## config.mk

```make
export PLATFORM = sky130hd
export DESIGN_NAME = cbm_core
export DESIGN_NICKNAME = d
export VERILOG_FILES = /design/src/cbm_pkg.sv /design/src/cbm_buf.sv /design/src/cbm_mem.sv /design/src/cbm_core.sv
export SDC_FILE = /design/constraint.sdc
export NUM_CORES = 1
export LEC_CHECK = 0
export CORE_MARGIN = 2
export CORE_UTILIZATION = 55
export DETAILED_ROUTE_END_ITERATION = 12
export DONT_BUFFER_PORTS = 1
export PLACE_DENSITY = 0.79
export REMOVE_ABC_BUFFERS = 1
export SYNTH_ARGS = -nofsm -noshare
export SYNTH_HDL_FRONTEND = slang
export SYNTH_HIERARCHICAL = 1
export SYNTH_SLANG_ARGS = --single-unit
```

## constraint.sdc

```tcl
create_clock -name clk -period 3.84 [get_ports clk]
set_clock_uncertainty 0.15 [all_clocks]
set_input_delay 0.192 -clock clk [delete_from_list [all_inputs] [get_ports clk]]
set_output_delay 0.192 -clock clk [all_outputs]
set_load 0.03 [all_outputs]
```

## src/cbm_pkg.sv

```systemverilog
package cbm_pkg;

	// ----------------------------------------
	// Opcodes and exit offsets
	// ----------------------------------------
	localparam logic [15:0] OP_MOVE = 16'h5000;
	localparam logic [15:0] OP_UNPK = 16'h5200;
	localparam logic [15:0] OP_PACK = 16'h5400;
	localparam logic [7:0] OP_RDCHK = 8'h56;
	localparam logic [7:0] OP_LDCHK = 8'h57;
	localparam logic [15:0] OFS_NEXT = 16'h0001;
	localparam logic [15:0] OFS_PAR = 16'h0009;
	localparam logic [15:0] OFS_LIM = 16'h000a;

	// ----------------------------------------
	// Macro control word fields
	// ----------------------------------------
	localparam int CB_PAR_EN = 0;
	localparam int CB_PAR_ODD = 1;
	localparam int CB_DISC_EN = 2;
	localparam int CB_CMP_EN = 3;
	localparam int CB_NMASK_LO = 4;
	localparam int CB_NMASK_HI = 6;
	localparam int CB_CHK_EN = 7;
	localparam int CB_CRC_SEL = 8;
	localparam int CB_LIM_EN = 9;
	localparam int CB_DST_INC = 10;

	// ----------------------------------------
	// Array, accumulator and timing constants
	// ----------------------------------------
	localparam int MASK_DEPTH = 16;
	localparam logic [3:0] DISC_IDX = 4'h8;
	localparam logic [15:0] CRC_POLY = 16'ha001;
	localparam logic [15:0] ACC_RST = 16'h0000;
	localparam int CLK_NS = 20;
	localparam int CHAR_NS = 5000;
	localparam int CHAR_CYC = CHAR_NS / CLK_NS;

	// ----------------------------------------
	// Types
	// ----------------------------------------
	typedef enum logic [2:0] {OPK_NONE, OPK_MOVE, OPK_UNPK, OPK_PACK, OPK_RDCHK, OPK_LDCHK} cbm_op_e;
	typedef enum logic [2:0] {EX_NONE, EX_NEXT, EX_MASK, EX_PAR, EX_LIM, EX_IRQ} cbm_exit_e;

	typedef struct packed {
		logic [15:0] src;
		logic [15:0] dst;
		logic [15:0] limit;
		logic [15:0] ctrl;
	} cbm_ctx_s;

	typedef struct packed {
		logic [15:0] opcode;
		logic [15:0] pc;
		logic [15:0] gr_val;
	} cbm_cmd_s;

	typedef struct packed {
		logic req;
		logic we;
		logic [14:0] addr;
		logic [1:0] be;
		logic [15:0] wdata;
	} cbm_mem_s;

	typedef struct packed {
		cbm_exit_e kind;
		logic [15:0] npc;
	} cbm_res_s;

	// Opcode decode, shared by control and checks
	function automatic cbm_op_e cbm_decode(input logic [15:0] op);
		cbm_op_e k;
		k = OPK_NONE;
		if (op == OP_MOVE)
			k = OPK_MOVE;
		else if (op == OP_UNPK)
			k = OPK_UNPK;
		else if (op == OP_PACK)
			k = OPK_PACK;
		else if (op[15:8] == OP_RDCHK && op[3:0] == 4'h0)
			k = OPK_RDCHK;
		else if (op[15:8] == OP_LDCHK && op[3:0] == 4'h0)
			k = OPK_LDCHK;
		return k;
	endfunction

endpackage

```

## src/cbm_buf.sv

```systemverilog
module cbm_buf import cbm_pkg::*; #(
	parameter int W = 8
) (
	input wire logic clk,
	input wire logic rst,
	input wire logic ce,
	input wire logic in_valid,
	output logic in_ready,
	input wire logic [W-1:0] in_data,
	output logic out_valid,
	input wire logic out_ready,
	output logic [W-1:0] out_data
);
	logic [W-1:0] d0_r, d0_nxt, d1_r, d1_nxt;
	logic [1:0] cnt_r, cnt_nxt;
	logic push, pop;

	// Handshakes
	assign in_ready = cnt_r != 2'h2;
	assign out_valid = cnt_r != 2'h0;
	assign out_data = d0_r;
	assign push = in_valid & in_ready;
	assign pop = out_valid & out_ready;

	// Two-entry queue, head in d0
	always_comb begin
		d0_nxt = d0_r;
		d1_nxt = d1_r;
		cnt_nxt = cnt_r;
		unique case ({push, pop})
			2'b10: begin
				if (cnt_r == 2'h0)
					d0_nxt = in_data;
				else
					d1_nxt = in_data;
				cnt_nxt = cnt_r + 2'h1;
			end
			2'b01: begin
				d0_nxt = d1_r;
				cnt_nxt = cnt_r - 2'h1;
			end
			2'b11: begin
				if (cnt_r == 2'h1) begin
					d0_nxt = in_data;
				end else begin
					d0_nxt = d1_r;
					d1_nxt = in_data;
				end
			end
			default: ;
		endcase
	end

	always_ff @(posedge clk) begin
		if (rst) begin
			d0_r <= '0;
			d1_r <= '0;
			cnt_r <= 2'h0;
		end else if (ce) begin
			d0_r <= d0_nxt;
			d1_r <= d1_nxt;
			cnt_r <= cnt_nxt;
		end
	end
endmodule

```

## src/cbm_mem.sv

```systemverilog
module cbm_mem import cbm_pkg::*; #(
	parameter int W = 8,
	parameter int DEPTH = MASK_DEPTH,
	parameter int AW = 4
) (
	input wire logic clk,
	input wire logic ce,
	input wire logic we,
	input wire logic [AW-1:0] waddr,
	input wire logic [W-1:0] wdata,
	input wire logic [AW-1:0] raddr,
	output logic [W-1:0] rdata
);
	logic [W-1:0] mem [DEPTH];

	// Mask array, registered read
	always_ff @(posedge clk) begin
		if (ce) begin
			if (we)
				mem[waddr] <= wdata;
			rdata <= mem[raddr];
		end
	end
endmodule

```

## src/cbm_core.sv

```systemverilog
// Behaviour
// - Parity error on the moved byte exits to P+9.
// - Block limit reaching zero after a byte exits to P+10.
// - Byte equal to mask N (1..8) exits to P+N.
// - With no exit condition the move repeats on the next byte.
// - A pending interrupt is taken after each single byte.
// - Move context lives in upper registers; general registers 1-7 untouched.
// - Opcode 5400 packs, 5200 unpacks, both with all move functions.
// - Read/load check are short format; any general register selectable.
// - Read check copies accumulator out; load check writes it in.
// - Fetch at source, store at destination, bump pointers, count limit.
// - Control word selects compares, discards and CRC16 or LRC.
// - Each character is processed within 5 us of own time.
module cbm_core import cbm_pkg::*; (
	input wire logic clk,
	input wire logic rst,
	input wire logic ce,
	input wire logic cmd_valid,
	output logic cmd_ready,
	input wire cbm_cmd_s cmd,
	input wire cbm_ctx_s ctx_i,
	output cbm_ctx_s ctx_o,
	input wire logic irq_pending,
	input wire logic mask_we,
	input wire logic [3:0] mask_idx,
	input wire logic [7:0] mask_wdata,
	output cbm_mem_s mem_o,
	input wire logic mem_ack,
	input wire logic [15:0] mem_rdata,
	output logic done,
	output cbm_res_s result,
	output logic gr_we,
	output logic [3:0] gr_sel,
	output logic [15:0] gr_wdata,
	output logic [15:0] accum
);
	typedef enum logic [2:0] {S_IDLE, S_FETCH, S_CHECK, S_STORE, S_CMPA, S_CMPB, S_UPD} cbm_st_e;

	cbm_st_e st_r, st_nxt;
	cbm_ctx_s ctx_r, ctx_nxt;
	cbm_mem_s mem_r, mem_nxt;
	cbm_res_s res_r, res_nxt;
	cbm_op_e mode_r, mode_nxt;
	logic [15:0] acc_r, acc_nxt, pc_r, pc_nxt, gr_wdata_r, gr_wdata_nxt;
	logic [7:0] byte_r, byte_nxt, mask_rd, fetch_byte, head;
	logic [3:0] gr_sel_r, gr_sel_nxt, mask_raddr;
	logic [2:0] idx_r, idx_nxt;
	logic [8:0] cyc_r, cyc_nxt;
	logic perr_r, perr_nxt, disc_r, disc_nxt, hit_r, hit_nxt;
	logic done_r, done_nxt, gr_we_r, gr_we_nxt;
	logic buf_in_valid, buf_in_ready, buf_out_valid, buf_out_ready;

	// CRC16 over one byte, reflected form
	function automatic logic [15:0] crc_step(input logic [15:0] c, input logic [7:0] b);
		logic [15:0] r;
		r = c ^ {8'h00, b};
		for (int i = 0; i < 8; i++)
			r = r[0] ? ((r >> 1) ^ CRC_POLY) : (r >> 1);
		return r;
	endfunction

	// ----------------------------------------
	// Byte path and mask array
	// ----------------------------------------
	// Pack source holds one byte per word in the low half
	assign fetch_byte = (mode_r == OPK_PACK) ? mem_rdata[7:0] :
		(ctx_r.src[0] ? mem_rdata[7:0] : mem_rdata[15:8]);
	assign buf_in_valid = (st_r == S_FETCH) && mem_r.req && mem_ack;
	assign buf_out_ready = (st_r == S_STORE) && (disc_r || (mem_r.req && mem_ack));
	// Discard character sits at index 8 of the array, after the eight masks
	assign mask_raddr = (st_r == S_CMPA) ? {1'b0, idx_r} : DISC_IDX;

	cbm_buf #(.W(8)) u_buf (
		.clk(clk),
		.rst(rst),
		.ce(ce),
		.in_valid(buf_in_valid),
		.in_ready(buf_in_ready),
		.in_data(fetch_byte),
		.out_valid(buf_out_valid),
		.out_ready(buf_out_ready),
		.out_data(head)
	);

	cbm_mem #(.W(8), .DEPTH(MASK_DEPTH), .AW(4)) u_mask (
		.clk(clk),
		.ce(ce),
		.we(mask_we),
		.waddr(mask_idx),
		.wdata(mask_wdata),
		.raddr(mask_raddr),
		.rdata(mask_rd)
	);

	// ----------------------------------------
	// Sequencer
	// ----------------------------------------
	assign cmd_ready = st_r == S_IDLE;

	// Next-state and datapath updates
	always_comb begin
		logic [15:0] lim_new;
		lim_new = ctx_r.limit - 16'h0001;
		st_nxt = st_r;
		ctx_nxt = ctx_r;
		mem_nxt = mem_r;
		res_nxt = res_r;
		mode_nxt = mode_r;
		acc_nxt = acc_r;
		pc_nxt = pc_r;
		byte_nxt = byte_r;
		idx_nxt = idx_r;
		perr_nxt = perr_r;
		disc_nxt = disc_r;
		hit_nxt = hit_r;
		done_nxt = 1'b0;
		gr_we_nxt = 1'b0;
		gr_sel_nxt = gr_sel_r;
		gr_wdata_nxt = gr_wdata_r;
		// Own cycles per character, waits on memory excluded
		cyc_nxt = (st_r == S_IDLE || st_r == S_UPD) ? 9'h000 :
			((mem_r.req || cyc_r == 9'h1ff) ? cyc_r : cyc_r + 9'h001);
		unique case (st_r)
			S_IDLE: begin
				if (cmd_valid) begin
					pc_nxt = cmd.pc;
					unique case (cbm_decode(cmd.opcode))
						OPK_MOVE, OPK_UNPK, OPK_PACK: begin
							mode_nxt = cbm_decode(cmd.opcode);
							ctx_nxt = ctx_i;
							st_nxt = S_FETCH;
						end
						OPK_RDCHK: begin
							gr_we_nxt = 1'b1;
							gr_sel_nxt = cmd.opcode[7:4];
							gr_wdata_nxt = acc_r;
							done_nxt = 1'b1;
							res_nxt = '{kind: EX_NEXT, npc: cmd.pc + OFS_NEXT};
						end
						OPK_LDCHK: begin
							acc_nxt = cmd.gr_val;
							done_nxt = 1'b1;
							res_nxt = '{kind: EX_NEXT, npc: cmd.pc + OFS_NEXT};
						end
						OPK_NONE: ;
					endcase
				end
			end
			S_FETCH: begin
				// Back-pressure: no read while the buffer is full
				if (!mem_r.req && buf_in_ready) begin
					mem_nxt = '{req: 1'b1, we: 1'b0, addr: ctx_r.src[15:1], be: 2'b11, wdata: 16'h0000};
				end else if (mem_r.req && mem_ack) begin
					mem_nxt.req = 1'b0;
					st_nxt = S_CHECK;
				end
			end
			S_CHECK: begin
				byte_nxt = head;
				perr_nxt = ctx_r.ctrl[CB_PAR_EN] && ((^head) != ctx_r.ctrl[CB_PAR_ODD]);
				disc_nxt = ctx_r.ctrl[CB_DISC_EN] && (head == mask_rd);
				if (!disc_nxt && ctx_r.ctrl[CB_CHK_EN])
					acc_nxt = ctx_r.ctrl[CB_CRC_SEL] ? crc_step(acc_r, head) : {acc_r[15:8], acc_r[7:0] ^ head};
				if (!disc_nxt) begin
					if (mode_r == OPK_UNPK)
						mem_nxt = '{req: 1'b1, we: 1'b1, addr: ctx_r.dst[15:1], be: 2'b11, wdata: {8'h00, head}};
					else
						mem_nxt = '{req: 1'b1, we: 1'b1, addr: ctx_r.dst[15:1],
							be: ctx_r.dst[0] ? 2'b01 : 2'b10, wdata: {head, head}};
				end
				st_nxt = S_STORE;
			end
			S_STORE: begin
				if (disc_r || (mem_r.req && mem_ack)) begin
					mem_nxt.req = 1'b0;
					idx_nxt = 3'h0;
					hit_nxt = 1'b0;
					st_nxt = (ctx_r.ctrl[CB_CMP_EN] && !disc_r) ? S_CMPA : S_UPD;
				end
			end
			S_CMPA: st_nxt = S_CMPB;
			S_CMPB: begin
				// Lowest mask number is tried first
				if (mask_rd == byte_r) begin
					hit_nxt = 1'b1;
					st_nxt = S_UPD;
				end else if (idx_r == ctx_r.ctrl[CB_NMASK_HI:CB_NMASK_LO]) begin
					st_nxt = S_UPD;
				end else begin
					idx_nxt = idx_r + 3'h1;
					st_nxt = S_CMPA;
				end
			end
			S_UPD: begin
				ctx_nxt.src = ctx_r.src + ((mode_r == OPK_PACK) ? 16'h0002 : 16'h0001);
				if (!disc_r && ctx_r.ctrl[CB_DST_INC])
					ctx_nxt.dst = ctx_r.dst + ((mode_r == OPK_UNPK) ? 16'h0002 : 16'h0001);
				if (!disc_r && ctx_r.ctrl[CB_LIM_EN])
					ctx_nxt.limit = lim_new;
				st_nxt = S_IDLE;
				done_nxt = 1'b1;
				if (perr_r)
					res_nxt = '{kind: EX_PAR, npc: pc_r + OFS_PAR};
				else if (!disc_r && ctx_r.ctrl[CB_LIM_EN] && lim_new == 16'h0000)
					res_nxt = '{kind: EX_LIM, npc: pc_r + OFS_LIM};
				else if (hit_r)
					res_nxt = '{kind: EX_MASK, npc: pc_r + {13'h0000, idx_r} + OFS_NEXT};
				else if (irq_pending)
					res_nxt = '{kind: EX_IRQ, npc: pc_r};
				else begin
					done_nxt = 1'b0;
					st_nxt = S_FETCH;
				end
			end
		endcase
	end

	// State registers
	always_ff @(posedge clk) begin
		if (rst) begin
			st_r <= S_IDLE;
			ctx_r <= '0;
			mem_r <= '0;
			res_r <= '{kind: EX_NONE, npc: 16'h0000};
			mode_r <= OPK_NONE;
			acc_r <= ACC_RST;
			pc_r <= 16'h0000;
			byte_r <= 8'h00;
			idx_r <= 3'h0;
			perr_r <= 1'b0;
			disc_r <= 1'b0;
			hit_r <= 1'b0;
			done_r <= 1'b0;
			gr_we_r <= 1'b0;
			gr_sel_r <= 4'h0;
			gr_wdata_r <= 16'h0000;
			cyc_r <= 9'h000;
		end else if (ce) begin
			st_r <= st_nxt;
			ctx_r <= ctx_nxt;
			mem_r <= mem_nxt;
			res_r <= res_nxt;
			mode_r <= mode_nxt;
			acc_r <= acc_nxt;
			pc_r <= pc_nxt;
			byte_r <= byte_nxt;
			idx_r <= idx_nxt;
			perr_r <= perr_nxt;
			disc_r <= disc_nxt;
			hit_r <= hit_nxt;
			done_r <= done_nxt;
			gr_we_r <= gr_we_nxt;
			gr_sel_r <= gr_sel_nxt;
			gr_wdata_r <= gr_wdata_nxt;
			cyc_r <= cyc_nxt;
		end
	end

	// Outputs from registers
	assign ctx_o = ctx_r;
	assign mem_o = mem_r;
	assign done = done_r;
	assign result = res_r;
	assign gr_we = gr_we_r;
	assign gr_sel = gr_sel_r;
	assign gr_wdata = gr_wdata_r;
	assign accum = acc_r;

	// ----------------------------------------
	// Checks
	// ----------------------------------------
	par_exit_a: assert property (@(posedge clk) disable iff (rst || !ce)
		st_r == S_UPD && perr_r |=> done && result.kind == EX_PAR && result.npc == $past(pc_r) + 16'h0009)
		else $error("parity exit not at P+9");
	lim_exit_a: assert property (@(posedge clk) disable iff (rst || !ce)
		done && result.kind == EX_LIM |-> result.npc == pc_r + 16'h000a && ctx_r.limit == 16'h0000)
		else $error("limit exit wrong");
	mask_exit_a: assert property (@(posedge clk) disable iff (rst || !ce)
		done && result.kind == EX_MASK |-> result.npc - pc_r >= 16'h0001 && result.npc - pc_r <= 16'h0008
		&& result.npc - pc_r == {13'h0000, idx_r} + 16'h0001)
		else $error("mask exit offset wrong");
	loop_on_a: assert property (@(posedge clk) disable iff (rst || !ce)
		st_r == S_UPD && !perr_r && !hit_r && !irq_pending && !(ctx_r.ctrl[CB_LIM_EN] && !disc_r
		&& ctx_r.limit == 16'h0001) |=> st_r == S_FETCH && !done)
		else $error("move did not loop");
	irq_window_a: assert property (@(posedge clk) disable iff (rst || !ce)
		st_r == S_UPD && irq_pending && !perr_r && !hit_r |=> done && ((result.kind == EX_IRQ
		&& result.npc == $past(pc_r)) || result.kind == EX_LIM))
		else $error("interrupt window missed");
	gr_quiet_a: assert property (@(posedge clk) disable iff (rst || !ce)
		gr_we |-> $past(st_r) == S_IDLE && $past(cbm_decode(cmd.opcode)) == OPK_RDCHK)
		else $error("general register written by move");
	mode_dec_a: assert property (@(posedge clk) disable iff (rst || !ce)
		cmd_valid && cmd_ready && cmd.opcode == 16'h5400 |=> mode_r == OPK_PACK && st_r == S_FETCH)
		else $error("pack opcode not decoded");
	rd_check_a: assert property (@(posedge clk) disable iff (rst || !ce)
		cmd_valid && cmd_ready && cbm_decode(cmd.opcode) == OPK_RDCHK |=> gr_we && gr_sel == $past(cmd.opcode[7:4])
		&& gr_wdata == $past(acc_r))
		else $error("read check wrong");
	ld_check_a: assert property (@(posedge clk) disable iff (rst || !ce)
		cmd_valid && cmd_ready && cbm_decode(cmd.opcode) == OPK_LDCHK |=> accum == $past(cmd.gr_val) && done)
		else $error("load check wrong");
	src_step_a: assert property (@(posedge clk) disable iff (rst || !ce)
		st_r == S_UPD |=> ctx_r.src == $past(ctx_r.src) + (($past(mode_r) == OPK_PACK) ? 16'h0002 : 16'h0001))
		else $error("source pointer step wrong");
	discard_a: assert property (@(posedge clk) disable iff (rst || !ce)
		st_r == S_STORE && disc_r |-> !(mem_r.req && mem_r.we) ##1 st_r == S_UPD)
		else $error("discarded byte stored");
	char_time_a: assert property (@(posedge clk) disable iff (rst || !ce)
		cyc_r <= 9'(CHAR_CYC))
		else $error("character time exceeded");
	prio_a: assert property (@(posedge clk) disable iff (rst || !ce)
		st_r == S_UPD && perr_r && hit_r |=> result.kind == EX_PAR)
		else $error("exit priority wrong");
endmodule

```

==> results.md, run 1 <==
Clock tree:
- Clock tree synthesis selected as its root buffer the cell sky130_fd_sc_hd__clkbuf_16.
- The H-tree generated during clock tree synthesis spans 2 levels.
- The clock edge transition at the registers on the reported setup and hold paths is 0.06 ns.
- The number of setup buffers added after CTS is 0.
- TritonCTS built the clock tree.
- The clock reaches the later pin of the worst-skew pair after 0.53 ns.
- The tree built by TritonCTS fans out to 346 sinks.
- The worst-case clock buffer depth is 3.
- In this run, CTS created clock tree buffers numbering 37.

Worst setup path:
- Along the worst path, the maximum fanout reaches 9.
- The buffer and inverter count on the worst path is 2.
- The endpoint arrival time on the critical path is 3.81 ns.
- The type of the worst setup path is reg -> reg.
- Among all stages on the critical path, the largest delay is contributed by sky130_fd_sc_hd__or4b_2.
- STA classifies the critical path startpoint as a flop.
- Setup slack on the worst reg-to-reg path comes out at 0.23 ns.
- The depth of the worst register-to-register path is 11.
- The worst register-to-register path begins at ctx_o[17].
- Walking the worst path, the cells encountered are inv_1, ha_1, or4b_2, nor4_2, xnor2_1, nand3b_1, o211a_4, a21o_1, buf_4, a221oi_1, a211oi_1.
- Grouping stages by cell kind, the critical path spends the most delay in simple AND/OR/NAND/NOR gates.
- The biggest cell delay along the critical path is 0.69 ns.
- STA classifies the critical path endpoint as a flop.
- The endpoint of the lowest-slack register-to-register path is result[7].
- The required time of the worst setup path is 4.04 ns.

Power and ir drop:
- Of the total power, the share spent switching nets is 22.2%.
- The relative contribution of sequential cells to total power is 47.4%.
- The analysis attributes to cell leakage a power of 0.00673 uW.
- Across the VDD grid, the largest voltage drop is 0.355 mV.
- The total chip power is 8420 uW.
- The net load switching power is 1870 uW.
- The relative contribution of the clock network to total power is 46.6%.
- Of the total power, combinational logic draws 6.0%.
- The cell internal power dissipation is 6550 uW.
- The cell area power density is 418 mW/mm^2.

Routing:
- Wires add up to 52800 um.
- In the routed design, unresolved DRC markers number 0.
- The iteration count of the initial detailed-routing pass is 8.
- In the final routed layout, each cell accounts on average for 23.0 um.
- The average via count per standard cell is 6.55.
- The detail route stage leaves a number of antenna-violating nets equal to 0.
- Summing over every cut layer, the via total after detailed routing is 15000.
- The first routing iteration left 1461 violations.

Timing:
- Setup repair after global routing left no endpoint under its margin.
- The final worst-path cycle share is 94.0%.
- The final setup violation count is 0.
- The post-route worst setup slack is 0.230 ns.
- The maximum clock rate is 0.277 GHz.
- The routed design could run at a clock period as short as 3.61 ns.
- The hold violation total from the final report is 0.
- The slew at the pin closest to its max-slew limit is 1.35 ns.
- Measured against its own limit, the worst slew margin works out to 9.40%.
- The final number of max-transition violations came to 0.

Global routing:
- The initial antenna violation count is 5.
- The via count of the first global-routing pass came to 14800.
- The global-route congestion overflow total is 0.
- Entering global routing, the biggest net connects 191 pins.
- The first global-routing pass estimated 82400 um of wire.
- Global routing consumed, over all layers together, 31.4% of the routing resources.

Run status:
- The flow ran to the end, and the final reports show no timing, DRC or antenna violations.

Final layout:
- The final layout contains 2037 nets.
- Summing all multi-input logic gate instances after layout gives 0.00810 sq mm.
- With fillers left out, the area of the finished cells amounts to 0.0202 sq mm.
- The number of standard cells in the final layout excluding fillers is 2291.
- The area growth from synthesis to layout is 18.0%.
- Fill cells in the final layout number 2293.
- The storage element area is 0.00829 sq mm.
- Cells fill 65.9% of the core in the end.
- In the final layout, the share of cells above drive strength 1 is 9.31%.

Hold path:
- The startpoint identified for the worst hold timing path is ce.
- Counting instances, the worst hold path has a depth of 3.
- The terminating pin of the worst hold path is gr_we.
- The min-delay analysis places its worst path in the category in -> reg.

Placed design:
- The total placed cells including tap cells is 2079.
- The detailed-placement wirelength estimate is 34000 um.
- The standard cell area after detailed placement is 0.0174 sq mm.
- Before CTS, the worst setup slack after placement is 0.216 ns.
- The last weighted congestion value of the routability-driven placer is 0.930.
- Buffers placed on the I/O ports in this run total 0.

Floorplan:
- The count of boundary I/O pins is 304.
- The floorplan step set the die width to 180 um.
- The total number of placement rows is 64.
- The die covers 0.0325 sq mm.
- In this run the standard cell core region covers 0.0306 sq mm.
- The starting density of the core is 55.8%.
- The die is 180 um tall.

Synthesis:
- A synthesized cell averages 9.67 sq um.
- After synthesis the cells add up to 0.0171 sq mm.
- Synthesis produced 1766 cells.
- The count of yosys warnings during synthesis is 6.

Run:
- The max-cap violation count is 0.
## timing repair
action	CTS	global route
endpoints found under the setup margin	0	2
hold buffers	142	0
gates resized for setup	0	1
hold endpoints to repair	375	0
## worst max-delay path by stage
stage,endpoint,cells past startpoint,slack [ns],start
after detailed placement,result[12],10,0.22,ctx_o[17]
final,result[7],11,0.23,ctx_o[17]
after global placement,result[12],10,0.27,ctx_o[17]
after CTS,result[12],10,0.19,ctx_o[17]
after floorplan,ctx_o[30],5,-0.67,st_r[1]
after global routing,result[12],10,0.05,ctx_o[17]
## stage by stage
| step | hold slack (ns) | TNS (ns) |
|---|---|---|
| 6_report | 0.00950 | 0 |
| 5_1_grt | 0.0458 | 0 |
| 4_1_cts | 0.00968 | 0 |
| 3_5_place_dp | 0.129 | 0 |
| 3_3_place_gp | 0.133 | 0 |
| 2_1_floorplan | 0.110 | -23.22 |
## per-layer routing
metal	GRT usage, %	share of wire, %	routed length, um	up-vias
li1	-	-	-	6686
met1	38.0	37	19700	7261
met2	54.0	49	26000	847
met3	6.53	8.5	4490	202
met4	14.4	5.1	2690	0
met5	0	0	0	-
## sequential cells by signal, summed over array words and instances (netlist names), 16 cells and up
| name | count |
|---|---|
| u_mask/mem | 128 |
| ctx_o | 64 |
| mem_o | 35 |
| result | 19 |
| accum | 16 |
| gr_wdata | 16 |
| pc_r | 16 |
## worst min-delay path: stages
cell and delay (ns):
sky130_fd_sc_hd__clkinv_1 0.23, sky130_fd_sc_hd__nand2_1 0.09, sky130_fd_sc_hd__a21oi_1 0.13
## placed cells by master, fill, tap and decap left out, types with 12 or more instances in the layout
cell type and instances:
sky130_fd_sc_hd__a211oi_1 27, sky130_fd_sc_hd__a21oi_1 154, sky130_fd_sc_hd__a221oi_1 20, sky130_fd_sc_hd__a22oi_1 39, sky130_fd_sc_hd__a311oi_1 25, sky130_fd_sc_hd__and2_1 12
sky130_fd_sc_hd__and3_1 17, sky130_fd_sc_hd__buf_4 41, sky130_fd_sc_hd__clkbuf_16 37, sky130_fd_sc_hd__dfxtp_1 210, sky130_fd_sc_hd__dlygate4sd3_1 141, sky130_fd_sc_hd__edfxtp_1 136
sky130_fd_sc_hd__ha_1 23, sky130_fd_sc_hd__inv_1 38, sky130_fd_sc_hd__mux4_1 14, sky130_fd_sc_hd__mux4_2 18, sky130_fd_sc_hd__nand2_1 242, sky130_fd_sc_hd__nand2b_1 13
sky130_fd_sc_hd__nand3_1 36, sky130_fd_sc_hd__nand4_1 15, sky130_fd_sc_hd__nor2_1 168, sky130_fd_sc_hd__nor3_1 48, sky130_fd_sc_hd__nor4_1 18, sky130_fd_sc_hd__o211ai_1 28
sky130_fd_sc_hd__o21ai_0 62, sky130_fd_sc_hd__o31ai_1 15, sky130_fd_sc_hd__or3_1 12, sky130_fd_sc_hd__xnor2_1 55, sky130_fd_sc_hd__xor2_1 30
## area by class of cell
| type | count | share of cell area [%] |
|---|---|---|
| Timing Repair Buffer | 184 | 8.77 |
| Clock buffer | 46 | 4.96 |
| Antenna cell | 4 | 0.0497 |
| Inverter | 41 | 0.764 |
| Clock inverter | 20 | 1.68 |
| Sequential cell | 346 | 41.1 |
| Multi-Input combinational cell | 1254 | 40.2 |
| Tap cell | 396 | 2.46 |
## power groups by stage
| stage | registers, uW | clock network, uW | logic, uW |
|---|---|---|---|
| global route | 3990 | 4090 | 546 |
| finish | 3990 | 3920 | 507 |
| detailed placement | 4070 | 0 | 310 |
| global placement | 4060 | 0 | 300 |
| floorplan | 4050 | 0 | 232 |
| CTS | 3990 | 3950 | 492 |
Note: power is estimated with default switching activity, not from simulation.
==> run 2, diff against run 1 <==
Settings changed: SYNTH_HIERARCHICAL 1 to not set.
==> results.md, run 2 <==
Worst setup path:
- The critical path goes through nor4_4, a41oi_1, a31o_1, or4_4, a31o_2, a2111oi_0, nor4_1.
- The endpoint arrival time on the critical path is 3.73 ns (-0.08 ns).
- The required time of the worst setup path was 4.09 ns (+0.05 ns).
- The biggest cell delay along the critical path is 0.65 ns (-0.04 ns).
- The beginning of the worst register-to-register path is ctx_o[23].
- The worst setup path is launched from a flop.
- STA classifies the critical path endpoint as a flop.
- The source of the critical timing path is ctx_o[23].
- Among all stages on the critical path, the largest delay is contributed by sky130_fd_sc_hd__or4_4.
- The setup slack of the worst register-to-register path is 0.37 ns (+0.14 ns).
- The maximum fanout encountered on the critical timing path was 27 (+18).
- The type of the worst setup path is reg -> reg.

Routing:
- The post-detailed-route count of antenna-violating nets is 0 (unchanged).
- The iteration count of the initial detailed-routing pass is 6 (-2).
- The DRC violations left is 0 (unchanged).
- The post-detailed-route wirelength per cell is 21.5 um (-6.9%).
- The number of DRC markers in iteration 0 was 1371 (-6.2%).
- The average via count per standard cell was 6.30 (-3.8%).
- The via count is 13000 (-14%).
- The overall routed net length was 44100 um (-16%).

Synthesis:
- The synthesized netlist cell count is 1597 (-9.6%).
- In this run, synthesis produced a sequential element count of 290.
- The post-synthesis area per instance is 9.04 sq um (-6.6%).
- Sorting the synthesized cells by area gives the leading types as sky130_fd_sc_hd__dfxtp_1, sky130_fd_sc_hd__edfxtp_1, sky130_fd_sc_hd__nor2_1, sky130_fd_sc_hd__mux2i_1, sky130_fd_sc_hd__a21oi_1.
- The number of synthesized flops with an enable pin is 80.
- The post-synthesis instance area is 0.0144 sq mm (-16%).
- Counting instances in the post-synthesis netlist gives the leading cell types as sky130_fd_sc_hd__nor2_1, sky130_fd_sc_hd__dfxtp_1, sky130_fd_sc_hd__nand2_1.
- The number of distinct standard cells referenced by the synthesized netlist is 80.
- The area fraction of the dominant cell type after synthesis is 29.1%.
- sky130_fd_sc_hd__dfxtp_1 takes more of the synthesized area than any other cell.
- The most used flip-flop cell after synthesis is sky130_fd_sc_hd__dfxtp_1.
- The leading cell type by number of instances after synthesis is sky130_fd_sc_hd__nor2_1.
- The count of yosys warnings during synthesis was 0 (-6).
- The async set-or-reset flop fraction in the synthesized netlist is 0%.
- Sequential cells were found to cover 45.8% of the synthesized design area.

Floorplan:
- The total number of placement rows is 59 (-7.8%).
- The count of boundary I/O pins is 304 (unchanged).
- The width of the die is 166 um (-7.9%).
- The starting density of the core is 55.7% (-0.14 points).
- The placeable core region is 0.0259 sq mm (-15%).
- The die outline area was 0.0276 sq mm (-15%).
- The die span in y was 166 um (-7.9%).

Final layout:
- In the layout the commonest cells are sky130_fd_sc_hd__nor2_1, sky130_fd_sc_hd__dfxtp_1, sky130_fd_sc_hd__nand2_1, sky130_fd_sc_hd__dlygate4sd3_1, sky130_fd_sc_hd__a21oi_1.
- The register with the most flip-flops in the final layout is u_mask.mem.
- The number of flip-flops in the largest register was 72 (-44%).
- The final net count is 1867 (-8.3%).
- Compared with the post-synthesis result, the final layout area differs by 18.9%.
- The commonest non-fill, non-tap cell in the layout is sky130_fd_sc_hd__nor2_1.
- The fraction of layout cells with a size suffix above 1 came to 6.86% (-2.5 points).
- The number of standard cells in the final layout excluding fillers is 2058 (-10%).

Timing:
- The post-route setup TNS is 0 ns (unchanged).
- The maximum clock rate came to 0.288 GHz (+4.0%).
- The final setup violation count was 0 (unchanged).
- The final critical delay including setup and external delays is 3.47 ns (-0.137 ns).
- The hold slack was -0.00124 ns (-0.0107 ns).
- The final worst-path cycle share is 90.4% (-3.6 points).
- The normalized max-slew margin was 15.4% (+6.0 points).
- The final number of max-transition violations is 0 (unchanged).
- Setup repair after global routing left no endpoint under its margin.
- The hold violation total from the final report came to 1 (+1).
- The slew at the pin closest to its max-slew limit is 1.26 ns (-0.0895 ns).

Clock tree:
- The worst-case clock buffer depth is 3 (unchanged).
- The number of setup buffers added after CTS was 0 (unchanged).
- The clock tree from TritonCTS is yes.
- The cell at the root of the clock tree is sky130_fd_sc_hd__clkbuf_16.
- The clock edge transition at the registers on the reported setup and hold paths is 0.07 ns (about the same).
- The insertion delay of the later-clocked pin in the worst-skew pair is 0.56 ns (+0.03 ns).
- The TritonCTS buffer count was 31 (-16%).
- The clock sink total is 290 (-16%).
- The count of H-tree levels built during CTS was 1 (-1).

Power and ir drop:
- The reported leakage power is 0.00610 uW (-9.5%).
- The worst ir drop on vdd is 0.405 mV (+14%).
- The cell area power density is 379 mW/mm^2 (-9.2%).

Placed design:
- The quantity of I/O buffers inserted on ports is 0 (unchanged).
- The detailed-placement wirelength estimate came to 28500 um (-16%).
- The total placed cells including tap cells is 1858 (-11%).
- The last weighted congestion value of the routability-driven placer is 0.917 (-1.4%).

Global routing:
- The pin count of the biggest net entering global routing is 205 (+7.3%).
- The via count of the first global-routing pass is 12600 (-15%).
- The initial antenna violation count was 2 (-3).
- The global-route wire length before repair came to 69500 um (-16%).
- The global-route usage over all layers came to 30.9% (-0.55 points).
- The global-route congestion overflow total was 0 (unchanged).

Run:
- The max-cap violation count was 0 (unchanged).

Run status:
- The checks that failed: hold timing.
- The run finished, with violations left.

Hold path:
- In this run the most critical hold path is launched from rst.
- The type of the worst min-delay path is in -> reg.
==> run 2: what timing repair did <==
item,CTS,global route
resized for setup,0,1
hold buffers,140,0
setup endpoints to repair,0,2
hold endpoints to repair,361,0
==> run 2: logic make-up (layout without fill, tap and decap cells) <==
family / count (synthesis) / count (layout) / share of synthesized area (%)
other cells: 0 / 2 / 0
fa+ha+maj: 24 / 24 / 2.24
flops: 290 / 290 / 45.8
compound gates: 374 / 374 / 17.1
simple gates: 599 / 599 / 18.6
xor+xnor: 78 / 78 / 4.73
buf+inv: 142 / 266 / 3.87
mux: 90 / 90 / 7.65
==> run 2: final timing paths <==
kind	to	cells after the start
worst min-delay path	gr_wdata[2]	2
worst max-delay path	result[9]	7
worst min register to register	byte_r[0]	2
worst max register to register	result[9]	7
==> run 2: critical path, delay by kind of cell (launching register included) <==
kind | cells | cell delay [ns]
DFF | 1 | 0.49
and+or+nand+nor | 3 | 1.24
AOI/OAI and AO/OA | 4 | 1.41
==> run 2: cell type report <==
class / instances / area, sq um
antenna: 2 / 5.00
clock buffer: 42 / 847
clock inverter: 16 / 183
fill: 2004 / 8740
inverter: 33 / 124
multi-input combinational: 1165 / 7300
sequential: 290 / 6610
tap: 335 / 419
timing repair buffer: 175 / 1680
==> run 2: stage by stage <==
step                hold WS, ns  instance area (sq um)  setup WS, ns  power, uW  util (%)
CTS                     0.00482                  17200         0.239       6520      66.2
global route             0.0490                  17200         0.175       6690      66.3
floorplan                 0.111                  14000         -1.14       3320         -
detailed placement        0.137                  14700         0.274       3350      56.8
finish                 -0.00124                  17200         0.367       6510      66.3
global placement          0.130                  14700         0.307       3340      56.8
==> run 2: power by group <==
| part | switching [uW] | total [uW] | internal (uW) |
|---|---|---|---|
| Clock | 1240 | 3050 | 1810 |
| Sequential | 19.8 | 3180 | 3160 |
| Combinational | 143 | 283 | 140 |
==> run 2: routing by layer <==
layer	share of wire (%)	global-route usage, %
met1	39	38.2
met2	48	51.6
met3	8.7	7.46
met4	4.5	13.4
met5	0	0
==> run 3, diff against run 2 <==
Settings changed: CAP_MARGIN set to 10, REMOVE_ABC_BUFFERS 1 to not set, SKIP_LAST_GASP set to 1.
==> results.md, run 3 (synthesis gave the netlist of run 2 again) <==
Run status:
- The run finished, with violations left.
- The checks that failed: hold timing.

Power and ir drop:
- The relative contribution of sequential cells to total power is 48.8% (about the same).
- The reported leakage power is 0.00609 uW (-0.10%).
- The proportion of total power due to net switching is 21.0% (-0.53 points).
- The cell internal power dissipation is 5150 uW (+0.82%).
- The relative contribution of the clock network to total power came to 46.9% (about the same).
- The worst ir drop on vdd is 0.396 mV (-2.2%).
- The net load switching power is 1370 uW (-2.3%).
- The part of the power in combinational logic is 4.3% (about the same).
- The cell area power density came to 380 mW/mm^2 (+0.18%).

Timing:
- The final worst-path cycle share is 92.5% (+2.1 points).
- The final number of max-transition violations is 0 (unchanged).
- The final setup violation count is 0 (unchanged).
- The hold slack was -0.0307 ns (-0.0295 ns).
- Setup repair after global routing left no endpoint under its margin.
- The post-route setup TNS is 0 ns (unchanged).
- The normalized max-slew margin came to 18.1% (+2.7 points).
- The final critical delay including setup and external delays is 3.55 ns (+0.0793 ns).
- The hold violation total from the final report came to 13 (+12).
- The post-route worst setup slack is 0.288 ns (-0.0793 ns).
- The maximum clock rate is 0.282 GHz (-2.2%).
- The slew at the pin closest to its max-slew limit came to 1.22 ns (-0.0357 ns).

Worst setup path:
- The most frequent cell on the critical path is sky130_fd_sc_hd__a31o_1.
- The required time of the worst setup path is 4.18 ns (+0.09 ns).
- The gate family responsible for the most delay along the worst path is compound AO/OA/AOI/OAI gates.
- The maximum fanout encountered on the critical timing path is 17 (-37%).
- The endpoint arrival time on the critical path is 3.89 ns (+0.16 ns).
- The critical path in this run is classified as reg -> reg.
- The buffer and inverter count on the worst path is 1 (+1).
- The depth of the worst register-to-register path is 8 (+1).
- The worst setup path is captured at a flop.
- The startpoint type of the worst setup path is a flop.
- The signal on the critical path passes through nor3_2, a41oi_1, a31o_1, or4_4, a31o_1, buf_4, a211oi_1, a32o_1.
- The biggest cell delay along the critical path is 0.64 ns (about the same).
- The setup slack of the worst register-to-register path is 0.29 ns (-0.08 ns).
- The number of gates on the worst path with buffers counted was 8 (+1).
- The slowest stage of the critical path belongs to the cell sky130_fd_sc_hd__or4_4.

Clock tree:
- The insertion delay of the later-clocked pin in the worst-skew pair is 0.56 ns (about the same).
- The clock edge transition at the registers on the reported setup and hold paths came to 0.06 ns (about the same).
- The clock sink total is 290 (unchanged).
- The cell at the root of the clock tree is sky130_fd_sc_hd__clkbuf_16.
- The count of H-tree levels built during CTS is 1 (unchanged).
- The worst-case clock buffer depth is 3 (unchanged).
- TritonCTS built the clock tree.
- The TritonCTS buffer count is 30 (-3.2%).

Floorplan:
- The count of boundary I/O pins came to 304 (unchanged).
- The placeable core region is 0.0259 sq mm (unchanged).
- The total number of placement rows was 59 (unchanged).
- The starting density of the core is 55.7% (unchanged).
- The die span in y was 166 um (unchanged).
- The die outline area was 0.0276 sq mm (unchanged).
- The width of the die came to 166 um (unchanged).

Final layout:
- The commonest non-fill, non-tap cell in the layout is sky130_fd_sc_hd__nor2_1.
- The fraction of layout cells with a size suffix above 1 is 6.82% (-0.038 points).
- The area growth from synthesis to final layout is 18.9% (about the same).
- The final net count is 1864 (-0.16%).
- The largest register by flop count is u_mask.mem.
- The design area is 0.0172 sq mm (about the same).
- The number of flip-flops in the largest register is 72 (unchanged).
- The top cell types in the final layout, fill and taps aside, are sky130_fd_sc_hd__nor2_1, sky130_fd_sc_hd__dfxtp_1, sky130_fd_sc_hd__nand2_1, sky130_fd_sc_hd__dlygate4sd3_1, sky130_fd_sc_hd__a21oi_1.

Hold path:
- The number of stages on the worst hold path was 2 (unchanged).
- The min-delay analysis places its worst path in the category in -> reg.

Placed design:
- The post-placement worst setup slack is 0.415 ns (+0.141 ns).
- The last weighted congestion value of the routability-driven placer is 0.922 (+0.58%).
- The detailed-placement wirelength estimate was 28100 um (-1.5%).
- The quantity of I/O buffers inserted on ports came to 0 (unchanged).
- The standard cell area after detailed placement is 0.0147 sq mm (about the same).

Routing:
- The average via count per standard cell is 6.36 (+0.94%).
- The post-detailed-route count of antenna-violating nets is 0 (unchanged).
- The iteration count of the initial detailed-routing pass is 7 (+1).
- The via count is 13000 (+0.65%).
- The overall routed net length was 43500 um (-1.6%).
- The post-detailed-route wirelength per cell is 21.2 um (-1.3%).
- The DRC violations left is 0 (unchanged).
- The number of DRC markers in iteration 0 is 1396 (+1.8%).

Synthesis:
- Synthesis produced a netlist with a net count of 1768.

Global routing:
- The global-route congestion overflow total is 0 (unchanged).
- The global-route usage over all layers came to 30.2% (-0.67 points).
- The initial antenna violation count is 1 (-1).
- The via count of the first global-routing pass was 12400 (-1.5%).
- The global-route wire length before repair is 68200 um (-2.0%).
- The pin count of the biggest net entering global routing is 205 (unchanged).

Run:
- The max-cap violation count came to 0 (unchanged).
==> run 3: cell count changes in the layout (fill, tap and decap cells not counted), sizes merged <==
cell         before  now
clkinv           11    8
buf              36   35
clkinvlp          1    2
diode             2    1
dlygate4sd3     139  138
inv              33   32
==> run 3: power by group through the flow <==
stage | combinational (uW) | sequential, uW | clock, uW
after floorplan | 113 | 3240 | 0
after global placement | 100 | 3250 | 0
after detailed placement | 103 | 3250 | 0
after CTS | 272 | 3180 | 3100
after global routing | 299 | 3180 | 3230
final | 279 | 3180 | 3060
==> run 3: what timing repair did <==
action / in CTS / in global routing
resized for setup: 0 / 0
hold endpoints to repair: 358 / 0
buffers inserted: 0 / 0
hold buffers: 139 / 0
setup endpoints to repair: 0 / 0
==> run 3: area by class of cell <==
class | instances | area [sq um]
fillers | 2014 | 8750
repair buffers | 173 | 1660
multi-input cells | 1165 | 7300
flip-flops and latches | 290 | 6610
diodes | 1 | 2.50
clock buffers | 42 | 877
clock inverters | 13 | 168
inverters | 33 | 124
well taps | 335 | 419
==> run 3: final timing paths <==
kind | end | startpoint
worst max-delay path | result[4] | ctx_o[18]
worst max register to register | result[4] | ctx_o[18]
worst min register to register | byte_r[7] | byte_r[7]
worst min-delay path | ctx_o[26] | rst
==> run 3: per-stage QoR <==
step / std cells / utilization, % / power [uW] / hold WS [ns]
2_1_floorplan: 1597 / - / 3350 / 0.141
3_3_place_gp: 1857 / 56.8 / 3350 / 0.133
3_5_place_dp: 1857 / 56.8 / 3350 / 0.135
4_1_cts: 2051 / 66.2 / 6560 / 0.00132
5_1_grt: 2052 / 66.2 / 6710 / 0.0413
6_report: 2052 / 66.2 / 6520 / -0.0307
==> run 3: per-layer routing <==
metal | track usage (%) | vias to the layer above | share of wire, %
met2 | 49.6 | 675 | 47
met5 | 0 | - | 0
li1 | - | 5979 | -
met1 | 38.9 | 6242 | 40
met3 | 6.12 | 150 | 8.4
met4 | 13.4 | 0 | 4.6
